[config.mk]
export PLATFORM = sky130hd
export DESIGN_NAME = ssce_dev_flat
export DESIGN_NICKNAME = d
export VERILOG_FILES = /design/src/verilog/ssce_pkg.sv /design/src/verilog/ssce_link_if.sv /design/src/verilog/ssce_dev.sv /design/src/flat_wrapper.sv
export SDC_FILE = /design/constraint.sdc
export NUM_CORES = 1
export LEC_CHECK = 0
export ABC_CLOCK_PERIOD_IN_PS = 3600
export BUFFER_PORTS_ARGS = -buffer_cell sky130_fd_sc_hd__buf_2
export CORE_ASPECT_RATIO = 0.8
export CORE_MARGIN = 4
export CORE_UTILIZATION = 48
export DETAILED_ROUTE_END_ITERATION = 12
export PLACE_DENSITY = 0.74
export SLEW_MARGIN = 10
export SYNTH_ARGS = -nofsm -noshare
export SYNTH_HDL_FRONTEND = slang
export SYNTH_SLANG_ARGS = --single-unit
[constraint.sdc]
create_clock -name i_clk -period 3.6 [get_ports i_clk]
set_clock_uncertainty 0.05 [all_clocks]
set_input_delay 0.9 -clock i_clk [delete_from_list [all_inputs] [get_ports i_clk]]
set_output_delay 0.9 -clock i_clk [all_outputs]
set_load 0.01 [all_outputs]
[src/verilog/ssce_pkg.sv]
// Shared constants for the slave command decoder and its host
package ssce_pkg;
	// Command code byte fields
	localparam int FN_LSB = 2;
	localparam logic [2:0] FN_CSR = 3'h0;
	localparam logic [2:0] FN_EE = 3'h1;
	localparam int SZ_LSB = 5;
	localparam logic [1:0] SZ_BLOCK = 2'h2;
	// CSR command byte bits
	localparam int CMD_OP = 4;
	localparam int CMD_RSV = 5;
	localparam int CMD_READ_UNCLAIMED_FLAG = 6;
	localparam int CMD_WRITE_UNCLAIMED_FLAG = 7;
	localparam int BE_W = 4;
	localparam int CSR_AW = 14;
	localparam int ADDRESS_HIGH_BYTE_W = 6;
	// EEPROM command byte bits
	localparam int EE_OP = 0;
	localparam int EE_USA = 1;
	// Byte positions in a transfer
	localparam logic [3:0] POS_COMMAND_CODE_BYTE = 4'h0;
	localparam logic [3:0] POS_CNT = 4'h1;
	localparam logic [3:0] POS_CMD = 4'h2;
	localparam logic [3:0] POS_ADL = 4'h3;
	localparam logic [3:0] POS_ADU = 4'h4;
	localparam logic [3:0] POS_D0 = 4'h5;
	localparam logic [3:0] POS_D1 = 4'h6;
	localparam logic [3:0] POS_D2 = 4'h7;
	localparam logic [3:0] POS_D3 = 4'h8;
	localparam logic [3:0] POS_EBA = 4'h3;
	localparam logic [3:0] POS_EAL = 4'h4;
	localparam logic [3:0] POS_EAH = 4'h5;
	localparam logic [3:0] POS_ED = 4'h6;
	localparam logic [3:0] CSR_LAST = 4'h8;
	localparam logic [3:0] EE_LAST = 4'h6;
	localparam logic [7:0] CNT_CSR = 8'h07;
	localparam logic [7:0] CNT_EE = 8'h05;
	localparam int NPOS = 9;
	// Host register offsets
	localparam logic [7:0] REG_CTRL = 8'h00;
	localparam logic [7:0] REG_TX0 = 8'h04;
	localparam logic [7:0] REG_TX1 = 8'h08;
	localparam logic [7:0] REG_TX2 = 8'h0C;
	localparam logic [7:0] REG_RX0 = 8'h10;
	localparam logic [7:0] REG_RX1 = 8'h14;
	localparam logic [7:0] REG_RX2 = 8'h18;
	localparam logic [7:0] REG_STAT = 8'h1C;
	localparam logic [7:0] REG_MASK = 8'h20;
	// Host control and status bits
	localparam int CTRL_GO = 0;
	localparam int CTRL_RD = 1;
	localparam int CTRL_CNT_LSB = 8;
	localparam int ST_DONE = 0;
	localparam int ST_NACK = 1;
	localparam int ST_BUSY = 2;
	localparam int NEV = 2;
	localparam int TXB = 12;
endpackage

[src/verilog/ssce_link_if.sv]
// Byte link between the command host and the slave decoder
`timescale 1ns/10ps
interface ssce_link_if (
	input wire logic i_clk
);
	logic req; // Host offers a byte or asks for one, one cycle
	logic req_rd; // Request is a read
	logic [7:0] req_byte; // Byte written by host
	logic req_last; // Last byte of a host write
	logic ans; // Device answers, one cycle
	logic ans_nack; // Request refused
	logic [7:0] ans_byte; // Byte returned on read
	logic ans_last; // Last byte of a device reply
	modport dev (input req, req_rd, req_byte, req_last, output ans, ans_nack, ans_byte, ans_last);
	modport host (output req, req_rd, req_byte, req_last, input ans, ans_nack, ans_byte, ans_last);
endinterface

[src/verilog/ssce_dev.sv]
// Slave side payload decoder for CSR and EEPROM command transfers
`timescale 1ns/10ps
// Overview of operation
// - Data word travels low byte first
// - Command bits 3:0 enable data byte lanes
// - Command bit 4 picks write or read
// - Host drives reserved command bit 5 zero
// - Unclaimed read sets flag, read clears it
// - Unclaimed write sets flag, read clears it
// - Code at 0, count at 1 if block
// - Count gives following bytes, status included
// - Position 2 holds the EEPROM command
// - Position 3 holds left justified bus address
// - Positions 4,5 hold EEPROM byte address
// - Position 6 holds the EEPROM data byte
// - Upper address uses six bits, ignores two
// - Function field selects CSR or EEPROM form
// - NACK when busy or no data ready
// - Given bus address replaces configured one
module ssce_dev (
	input wire logic i_clk,
	input wire logic i_rst,
	ssce_link_if.dev link,
	output logic o_csr_req,
	output logic o_csr_rd,
	output logic [ssce_pkg::CSR_AW-1:0] o_csr_addr,
	output logic [ssce_pkg::BE_W-1:0] o_csr_be,
	output logic [31:0] o_csr_wdata,
	input wire logic i_csr_done,
	input wire logic i_csr_claimed,
	input wire logic [31:0] i_csr_rdata,
	output logic o_ee_req,
	output logic o_ee_rd,
	output logic [7:0] o_ee_bus_addr,
	output logic [15:0] o_ee_addr,
	output logic [7:0] o_ee_wdata,
	input wire logic [7:0] i_ee_cfg_addr,
	input wire logic i_ee_done,
	input wire logic [7:0] i_ee_rdata,
	output logic o_busy
);
	import ssce_pkg::*;

	typedef enum logic [1:0] {
		ST_IDLE,
		ST_ISSUE,
		ST_WAIT
	} ssce_dev_st_t;

	ssce_dev_st_t st_q; // Execution state
	logic [7:0] rx_q [0:NPOS-1]; // Transfer bytes by position
	logic [3:0] wpos_q; // Next position written
	logic [3:0] rpos_q; // Next position returned
	logic resp_q; // A reply is ready
	logic rd_flag_q; // Read not claimed
	logic wr_flag_q; // Write not claimed
	logic ans_q; // Answer strobe
	logic nack_q; // Answer is a refusal
	logic [7:0] abyte_q; // Returned byte
	logic alast_q; // Returned byte is the last

	logic [7:0] command_code_byte; // Stored command code
	logic [7:0] cmd; // Stored command byte
	logic is_blk; // Block form with count byte
	logic is_ee; // EEPROM form
	logic is_csr; // CSR form
	logic op_rd; // Operation is a read
	logic [3:0] last_pos; // Final position of the form
	logic wr_req; // Host write request
	logic rd_req; // Host read request
	logic wr_ok; // Write byte accepted
	logic rd_ok; // Read served
	logic [3:0] wnext; // Position after the one written
	logic [3:0] rnext; // Position after the one returned
	logic [7:0] rbyte; // Byte at the read position
	logic done; // Target finished
	logic clr_flags; // Flags were read out
	logic set_rd; // Read went unclaimed
	logic set_wr; // Write went unclaimed

	// Decode of the stored header
	assign command_code_byte = rx_q[POS_COMMAND_CODE_BYTE];
	assign cmd = rx_q[POS_CMD];
	assign is_blk = command_code_byte[SZ_LSB+:2] == SZ_BLOCK;
	assign is_csr = command_code_byte[FN_LSB+:3] == FN_CSR;
	assign is_ee = command_code_byte[FN_LSB+:3] == FN_EE;
	assign op_rd = is_ee ? cmd[EE_OP] : cmd[CMD_OP];
	assign last_pos = is_ee ? EE_LAST : CSR_LAST;

	// Request qualification
	assign wr_req = link.req && !link.req_rd;
	assign rd_req = link.req && link.req_rd;
	assign wr_ok = wr_req && st_q == ST_IDLE;
	assign rd_ok = rd_req && st_q == ST_IDLE && resp_q;

	// Count byte is skipped outside block transfers
	always_comb begin
		if (wpos_q == POS_COMMAND_CODE_BYTE && link.req_byte[SZ_LSB+:2] != SZ_BLOCK) begin
			wnext = POS_CMD;
		end else begin
			wnext = 4'(wpos_q + 4'h1);
		end
		if (rpos_q == POS_COMMAND_CODE_BYTE && !is_blk) begin
			rnext = POS_CMD;
		end else begin
			rnext = 4'(rpos_q + 4'h1);
		end
	end

	// Reply byte for the current read position
	always_comb begin
		case (rpos_q)
			POS_CNT: begin
				rbyte = is_ee ? CNT_EE : CNT_CSR;
			end
			POS_CMD: begin
				if (is_csr) begin
					// Flags replace the host bits; reserved bit reads zero
					rbyte = {wr_flag_q, rd_flag_q, 1'b0, cmd[CMD_OP:0]};
				end else begin
					rbyte = cmd;
				end
			end
			default: begin
				rbyte = rx_q[rpos_q];
			end
		endcase
	end

	assign clr_flags = rd_ok && rpos_q == POS_CMD && is_csr;
	assign done = is_ee ? i_ee_done : i_csr_done;
	assign set_rd = st_q == ST_WAIT && is_csr && i_csr_done && op_rd && !i_csr_claimed;
	assign set_wr = st_q == ST_WAIT && is_csr && i_csr_done && !op_rd && !i_csr_claimed;

	// Execution sequence
	always_ff @(posedge i_clk) begin
		if (i_rst) begin
			st_q <= ST_IDLE;
		end else begin
			case (st_q)
				ST_IDLE: begin
					// Whole command taken, go act on it
					if (wr_ok && link.req_last) begin
						st_q <= ST_ISSUE;
					end
				end
				ST_ISSUE: begin
					// Reserved functions are dropped
					st_q <= (is_csr || is_ee) ? ST_WAIT : ST_IDLE;
				end
				ST_WAIT: begin
					if (done) begin
						st_q <= ST_IDLE;
					end
				end
				default: begin
					st_q <= ST_IDLE;
				end
			endcase
		end
	end

	// Write position counter
	always_ff @(posedge i_clk) begin
		if (i_rst) begin
			wpos_q <= POS_COMMAND_CODE_BYTE;
		end else if (wr_ok) begin
			wpos_q <= link.req_last ? POS_COMMAND_CODE_BYTE : wnext;
		end
	end

	// Transfer byte store, filled by host and by target reads
	always_ff @(posedge i_clk) begin
		if (i_rst) begin
			for (int i = 0; i < NPOS; i++) begin
				rx_q[i] <= 8'h00;
			end
		end else if (wr_ok && wpos_q < 4'(NPOS)) begin
			rx_q[wpos_q] <= link.req_byte;
		end else if (st_q == ST_WAIT && is_csr && i_csr_done && op_rd && i_csr_claimed) begin
			rx_q[POS_D0] <= i_csr_rdata[7:0];
			rx_q[POS_D1] <= i_csr_rdata[15:8];
			rx_q[POS_D2] <= i_csr_rdata[23:16];
			rx_q[POS_D3] <= i_csr_rdata[31:24];
		end else if (st_q == ST_WAIT && is_ee && i_ee_done && op_rd) begin
			rx_q[POS_ED] <= i_ee_rdata;
		end
	end

	// Reply availability and read position
	always_ff @(posedge i_clk) begin
		if (i_rst) begin
			resp_q <= 1'b0;
			rpos_q <= POS_COMMAND_CODE_BYTE;
		end else if (wr_ok) begin
			// A new command withdraws the old reply
			resp_q <= 1'b0;
			rpos_q <= POS_COMMAND_CODE_BYTE;
		end else if (st_q == ST_WAIT && done) begin
			resp_q <= 1'b1;
		end else if (rd_ok) begin
			resp_q <= rpos_q != last_pos;
			rpos_q <= rpos_q == last_pos ? POS_COMMAND_CODE_BYTE : rnext;
		end
	end

	// Sticky unclaimed flags; a new event wins over the clear
	always_ff @(posedge i_clk) begin
		if (i_rst) begin
			rd_flag_q <= 1'b0;
			wr_flag_q <= 1'b0;
		end else begin
			rd_flag_q <= (rd_flag_q && !clr_flags) || set_rd;
			wr_flag_q <= (wr_flag_q && !clr_flags) || set_wr;
		end
	end

	// Link answer, one cycle after each request
	always_ff @(posedge i_clk) begin
		if (i_rst) begin
			ans_q <= 1'b0;
			nack_q <= 1'b0;
			abyte_q <= 8'h00;
			alast_q <= 1'b0;
		end else begin
			ans_q <= link.req;
			nack_q <= link.req && !(wr_ok || rd_ok);
			abyte_q <= rd_ok ? rbyte : 8'h00;
			alast_q <= rd_ok && rpos_q == last_pos;
		end
	end

	assign link.ans = ans_q;
	assign link.ans_nack = nack_q;
	assign link.ans_byte = abyte_q;
	assign link.ans_last = alast_q;

	// CSR target request, built from stored bytes
	assign o_csr_req = st_q == ST_ISSUE && is_csr;
	assign o_csr_rd = cmd[CMD_OP];
	assign o_csr_addr = {rx_q[POS_ADU][ADDRESS_HIGH_BYTE_W-1:0], rx_q[POS_ADL]};
	assign o_csr_be = cmd[BE_W-1:0];
	assign o_csr_wdata = {rx_q[POS_D3], rx_q[POS_D2], rx_q[POS_D1], rx_q[POS_D0]};

	// EEPROM engine request
	assign o_ee_req = st_q == ST_ISSUE && is_ee;
	assign o_ee_rd = cmd[EE_OP];
	assign o_ee_bus_addr = cmd[EE_USA] ? rx_q[POS_EBA] : i_ee_cfg_addr;
	assign o_ee_addr = {rx_q[POS_EAH], rx_q[POS_EAL]};
	assign o_ee_wdata = rx_q[POS_ED];

	assign o_busy = st_q != ST_IDLE;
endmodule

[src/flat_wrapper.sv]
// flat-port wrapper written by rule: the top's interface ports become plain ports
module ssce_dev_flat import ssce_pkg::*;
  (i_clk, i_rst, o_csr_req, o_csr_rd, o_csr_addr, o_csr_be, o_csr_wdata, i_csr_done, i_csr_claimed, i_csr_rdata, o_ee_req, o_ee_rd, o_ee_bus_addr, o_ee_addr, o_ee_wdata, i_ee_cfg_addr, i_ee_done, i_ee_rdata, o_busy, link_req, link_req_rd, link_req_byte, link_req_last, link_ans, link_ans_nack, link_ans_byte, link_ans_last);
  ssce_link_if link_i (.i_clk(i_clk));
  input wire logic i_clk;
  input wire logic i_rst;
  output logic o_csr_req;
  output logic o_csr_rd;
  output logic [ssce_pkg::CSR_AW-1:0] o_csr_addr;
  output logic [ssce_pkg::BE_W-1:0] o_csr_be;
  output logic [31:0] o_csr_wdata;
  input wire logic i_csr_done;
  input wire logic i_csr_claimed;
  input wire logic [31:0] i_csr_rdata;
  output logic o_ee_req;
  output logic o_ee_rd;
  output logic [7:0] o_ee_bus_addr;
  output logic [15:0] o_ee_addr;
  output logic [7:0] o_ee_wdata;
  input wire logic [7:0] i_ee_cfg_addr;
  input wire logic i_ee_done;
  input wire logic [7:0] i_ee_rdata;
  output logic o_busy;
  input wire logic [$bits(link_i.req)-1:0] link_req;
  input wire logic [$bits(link_i.req_rd)-1:0] link_req_rd;
  input wire logic [$bits(link_i.req_byte)-1:0] link_req_byte;
  input wire logic [$bits(link_i.req_last)-1:0] link_req_last;
  output wire logic [$bits(link_i.ans)-1:0] link_ans;
  output wire logic [$bits(link_i.ans_nack)-1:0] link_ans_nack;
  output wire logic [$bits(link_i.ans_byte)-1:0] link_ans_byte;
  output wire logic [$bits(link_i.ans_last)-1:0] link_ans_last;
  assign link_i.req = link_req;
  assign link_i.req_rd = link_req_rd;
  assign link_i.req_byte = link_req_byte;
  assign link_i.req_last = link_req_last;
  assign link_ans = link_i.ans;
  assign link_ans_nack = link_i.ans_nack;
  assign link_ans_byte = link_i.ans_byte;
  assign link_ans_last = link_i.ans_last;
  ssce_dev u_core (.i_clk(i_clk), .i_rst(i_rst), .link(link_i), .o_csr_req(o_csr_req), .o_csr_rd(o_csr_rd), .o_csr_addr(o_csr_addr), .o_csr_be(o_csr_be), .o_csr_wdata(o_csr_wdata), .i_csr_done(i_csr_done), .i_csr_claimed(i_csr_claimed), .i_csr_rdata(i_csr_rdata), .o_ee_req(o_ee_req), .o_ee_rd(o_ee_rd), .o_ee_bus_addr(o_ee_bus_addr), .o_ee_addr(o_ee_addr), .o_ee_wdata(o_ee_wdata), .i_ee_cfg_addr(i_ee_cfg_addr), .i_ee_done(i_ee_done), .i_ee_rdata(i_ee_rdata), .o_busy(o_busy));
endmodule
After elaboration in Yosys (flattened, before gate mapping)
Memory sizes are Yosys's and may differ from the RTL's. A register that Yosys moved wholly into a read port is not among the register bits. Index checks and enable logic that the tools add are counted.

Register bits after elaboration: 24. Bits in writable memories: 72. Input bits: 64. Output and inout bits: 98. Logic and storage cells: 122. Memories kept: 1.

$add $sub $neg: 2. Order comparisons: 1. Equality and inequality tests: 11. Muxes and demuxes: 41. Bitwise operators: 7. Reduce and logical (&&, ||, !) cells: 49.

Memories: u_core.rx_q (words 9, width 8, read ports 9, clocked after memory_dff 1, write ports 9, RTL line ssce_dev.sv:51) `logic [7:0] rx_q [0:NPOS-1];`.

Operators with widths (count): $mux W8 (8); $mux W4 (8); $logic_and A1 B1 Y1 (28); $mux W1 (19); $pmux W8 S2 (1); $add A4 B1 Y4 const B (2); $logic_not A4 Y1 (2); $mux W2 (4); $reduce_or A8 Y1 (1); $logic_not A1 Y1 (6); $pmux W2 S3 (1); $or A1 B1 Y1 (5); $eq A2 B2 Y1 const B (2); $eq A4 B1 Y1 const B (1); $eq A4 B2 Y1 const B (1); $eq A4 B4 Y1 (1); $logic_or A1 B1 Y1 (4); $lt A4 B4 Y1 const B (1); $ne A2 B2 Y1 const B (2); $ne A4 B4 Y1 (1); $reduce_and A2 Y1 (2); $reduce_bool A2 Y1 (2); $reduce_or A2 Y1 (2); $eq A3 B1 Y1 const B (1); 5 further kinds (6).

Longest topological paths before layout
An unclocked memory read counts as a cell.

Word-level depth: 12. Depth in mapped cells: 7. Gate-level depth less buffers: 6.

Least setup slack after synthesis
OpenSTA, ideal clock, no wires.

Path type: input-to-reg. From: in link_req_rd. To: mem u_core.rx_q[9][0], enable pin. Library setup time: 0.383 ns. Arrival: 2.413 ns. Path slack: 0.753 ns. Stages: 5. Buffers on the path: 1. Cell sequence: or4b_1 > clkbuf_1 > nor2_1 > o21ai_0 > nor3_1.

RTL lines: start, declared (RTL line flat_wrapper.sv:25) `input wire logic [$bits(link_i.req_rd)-1:0] link_req_rd;`; end, declared (RTL line ssce_dev.sv:51).

==> results.toml <==
[drt]
antenna_left = 0
finalWirelength_um = 20380
routedWlPerCell_um = 22.77
post-route-drc-count = 0
firstDrtPassIters = 6
drtIter0Drc = 735
vias_per_cell = 5.807
vias = 5197

[critical_path]
critPathMaxFanout = 26
rrSetupSlack_ns = 0.62
start_kind = "flip-flop"
endpoint_kind = "flip-flop"
critical_path_required_ns = 3.67
cp.arrival_ns = 3.05
worstSetupPathType = "flip-flop to flip-flop"

[clock_network]
clock_sink_count = 156
cts_tree = "built"
clock_latency_ns = 0.42
path_clk_slew_ns = 0.06
cts_resized = 0
cts-root-buf = "clkbuf_16"
post_cts_buffers = 0
cts_buffers = 17
cts_max_path_buffers = 2
ctsHoldBuffers = 0
htree_levels = 4

[yosys]
ys_top_cells_by_area = "edfxtp_1 (53%), mux4_2 (9.9%), dfxtp_1 (7.7%)"
synth_warnings = 0
synth_ff_type = "edfxtp_1"
synth_area_per_cell_sq_um = 14.00
synth-edff-count = 128
yosys-top-cells-count = "edfxtp_1 (128), nor2_1 (56), mux4_2 (32)"
synth_area_sq_um = 7267
synth_top_cell_by_area = "edfxtp_1"
async_flop_share = 0
synth_cells = 519
yosysSeqAreaShare = 0.6061
ys_ff_latch = 156
synth_cell_types = 57
yosysTopAreaCellShare = 0.5289
synth.most_common_cell = "edfxtp_1"

[placed_design]
place_area_sq_um = 8254
place_inst = 863
place.port_buffers = 161
hpwl_um = 14400
place_congestion = 0.8449

[die]
core_sq_um = 14540
initial_core_util = 0.4997
rows = 39
die_area_sq_um = 17180
die_height_um = 118.1
ios = 162
dieWidth_um = 145.6

[layout]
diodes = 0
fin_util = 0.6070
fin_cells = 895
area_growth_syn_to_layout_pct = 21.45
final_area_sq_um = 8826
drive_gt1_frac = 0.3685
fin_nets = 768

[flow_run]
cap_violations = 0

[timing]
tns_ns = 0
hold_slack_ns = 0.4417
relSlewSlack = 0.3200
fin_crit_ns = 2.978
hold_viol_final = 0
fmax_mhz = 335.7
tightest_slew_ns = 1.019
setup_violations = 0
report.final.slew_viol_count = 0
final.period_utilization = 0.8273
rsz0062_at_grt = "false"

[global_routing]
antenna_found_initial = 0
grt_pass1_wl_um = 30440
overflow = 0
grt_pass1_vias = 5036
track_usage = 0.2395
grt_max_degree = 28

[status]
outcome = "completed"

[hold_path]
hold_class = "flip-flop to flip-flop"

[power_and_ir_drop]
leakage_nw = 3.524
ir_drop_uv = 397.1
cellPowerDensity_nw_per_um2 = 458.6
[metrics by stage]
stage          setup WS, ns  total power, mW
3_5_place_dp         0.4490            2.335
6_report             0.6216            4.048
3_3_place_gp         0.4412            2.328
4_1_cts              0.6637            4.065
2_1_floorplan        0.7531            2.210
5_1_grt              0.5038            4.191
[state kept, by name (all words and copies together) (netlist names), named ones only]
name and count:
u_core.rx_q 128, u_core.link.ans_byte 8, u_core.rpos_q 4, u_core.wpos_q 4, u_core.st_q 2, u_core.link.ans 1, u_core.link.ans_last 1, u_core.link.ans_nack 1
u_core.rd_flag_q 1, u_core.resp_q 1, u_core.wr_flag_q 1
[kinds of logic (layout without fill, tap and decap cells)]
logic type	Yosys count	after routing	share of synthesized area
flip-flops	156	156	0.6061
other	1	32	0.0005160
adder cells (fa/ha/maj)	6	6	0.01033
buffers and inverters	70	231	0.05286
AND/OR/NAND/NOR	152	152	0.1097
XOR/XNOR	4	4	0.004822
AO/OA/AOI/OAI	57	57	0.05802
multiplexers	73	73	0.1577
[placed cells by master, fill, tap and decap left out, types with 4 or more instances in the layout]
cell type / instances
clkinvlp_4: 4
or3_1: 4
ha_1: 6
nand3_1: 4
nor3b_1: 4
clkbuf_16: 17
a22o_1: 18
nand2_1: 28
mux2_2: 12
nor2b_1: 5
and3_1: 4
o22ai_1: 4
edfxtp_1: 128
buf_4: 20
nand2b_1: 6
nor2_1: 56
and2_1: 8
nor3_1: 11
buf_2: 161
mux2i_1: 29
o21ai_0: 5
inv_1: 17
dfxtp_1: 27
mux4_2: 32
a21oi_1: 8
conb_1: 32
a22oi_1: 6
[final timing paths]
path	from	endpoint	depth (start not counted)
worst max-delay path	u_core.rx_q[0][3]$_SDFFCE_PN0P_	u_core.rx_q[10][4]$_DFFE_PP_	5
worst min register to register	u_core.wr_flag_q$_SDFF_PP0_	u_core.wr_flag_q$_SDFF_PP0_	2
worst max register to register	u_core.rx_q[0][3]$_SDFFCE_PN0P_	u_core.rx_q[10][4]$_DFFE_PP_	5
worst min-delay path	u_core.wr_flag_q$_SDFF_PP0_	u_core.wr_flag_q$_SDFF_PP0_	2
[report_power, final]
group / internal, mW / total [mW] / switching [mW]
Sequential: 2.01 / 2.05 / 0.0414
Combinational: 0.102 / 0.250 / 0.148
Clock: 1.02 / 1.75 / 0.727
[final cells by class]
type / count / area [sq um]
Inverter: 18 / 67.56
Multi-Input combinational cell: 324 / 2595
Clock inverter: 14 / 142.6
Sequential cell: 156 / 4405
Fill cell: 1157 / 5715
Clock buffer: 18 / 429.2
Timing Repair Buffer: 181 / 955.9
Tap cell: 184 / 230.2
[worst max-delay path: stages, from the launching register on]
cell and delay (ns):
edfxtp_1 0.44, or3_1 0.60, nor4_4 0.31, buf_4 0.43, mux2i_1 0.61, inv_1 0.22
[per-layer routing]
metal	part of all wire	track usage	wire (um)	up-vias
met1	0.41	0.3330	8276	2554
met2	0.45	0.3627	9164	338
met3	0.12	0.07968	2502	35
li1	-	-	-	2270
met5	0	0	0	-
met4	0.021	0.06702	432	0
Note: power is estimated with default switching activity, not from simulation.
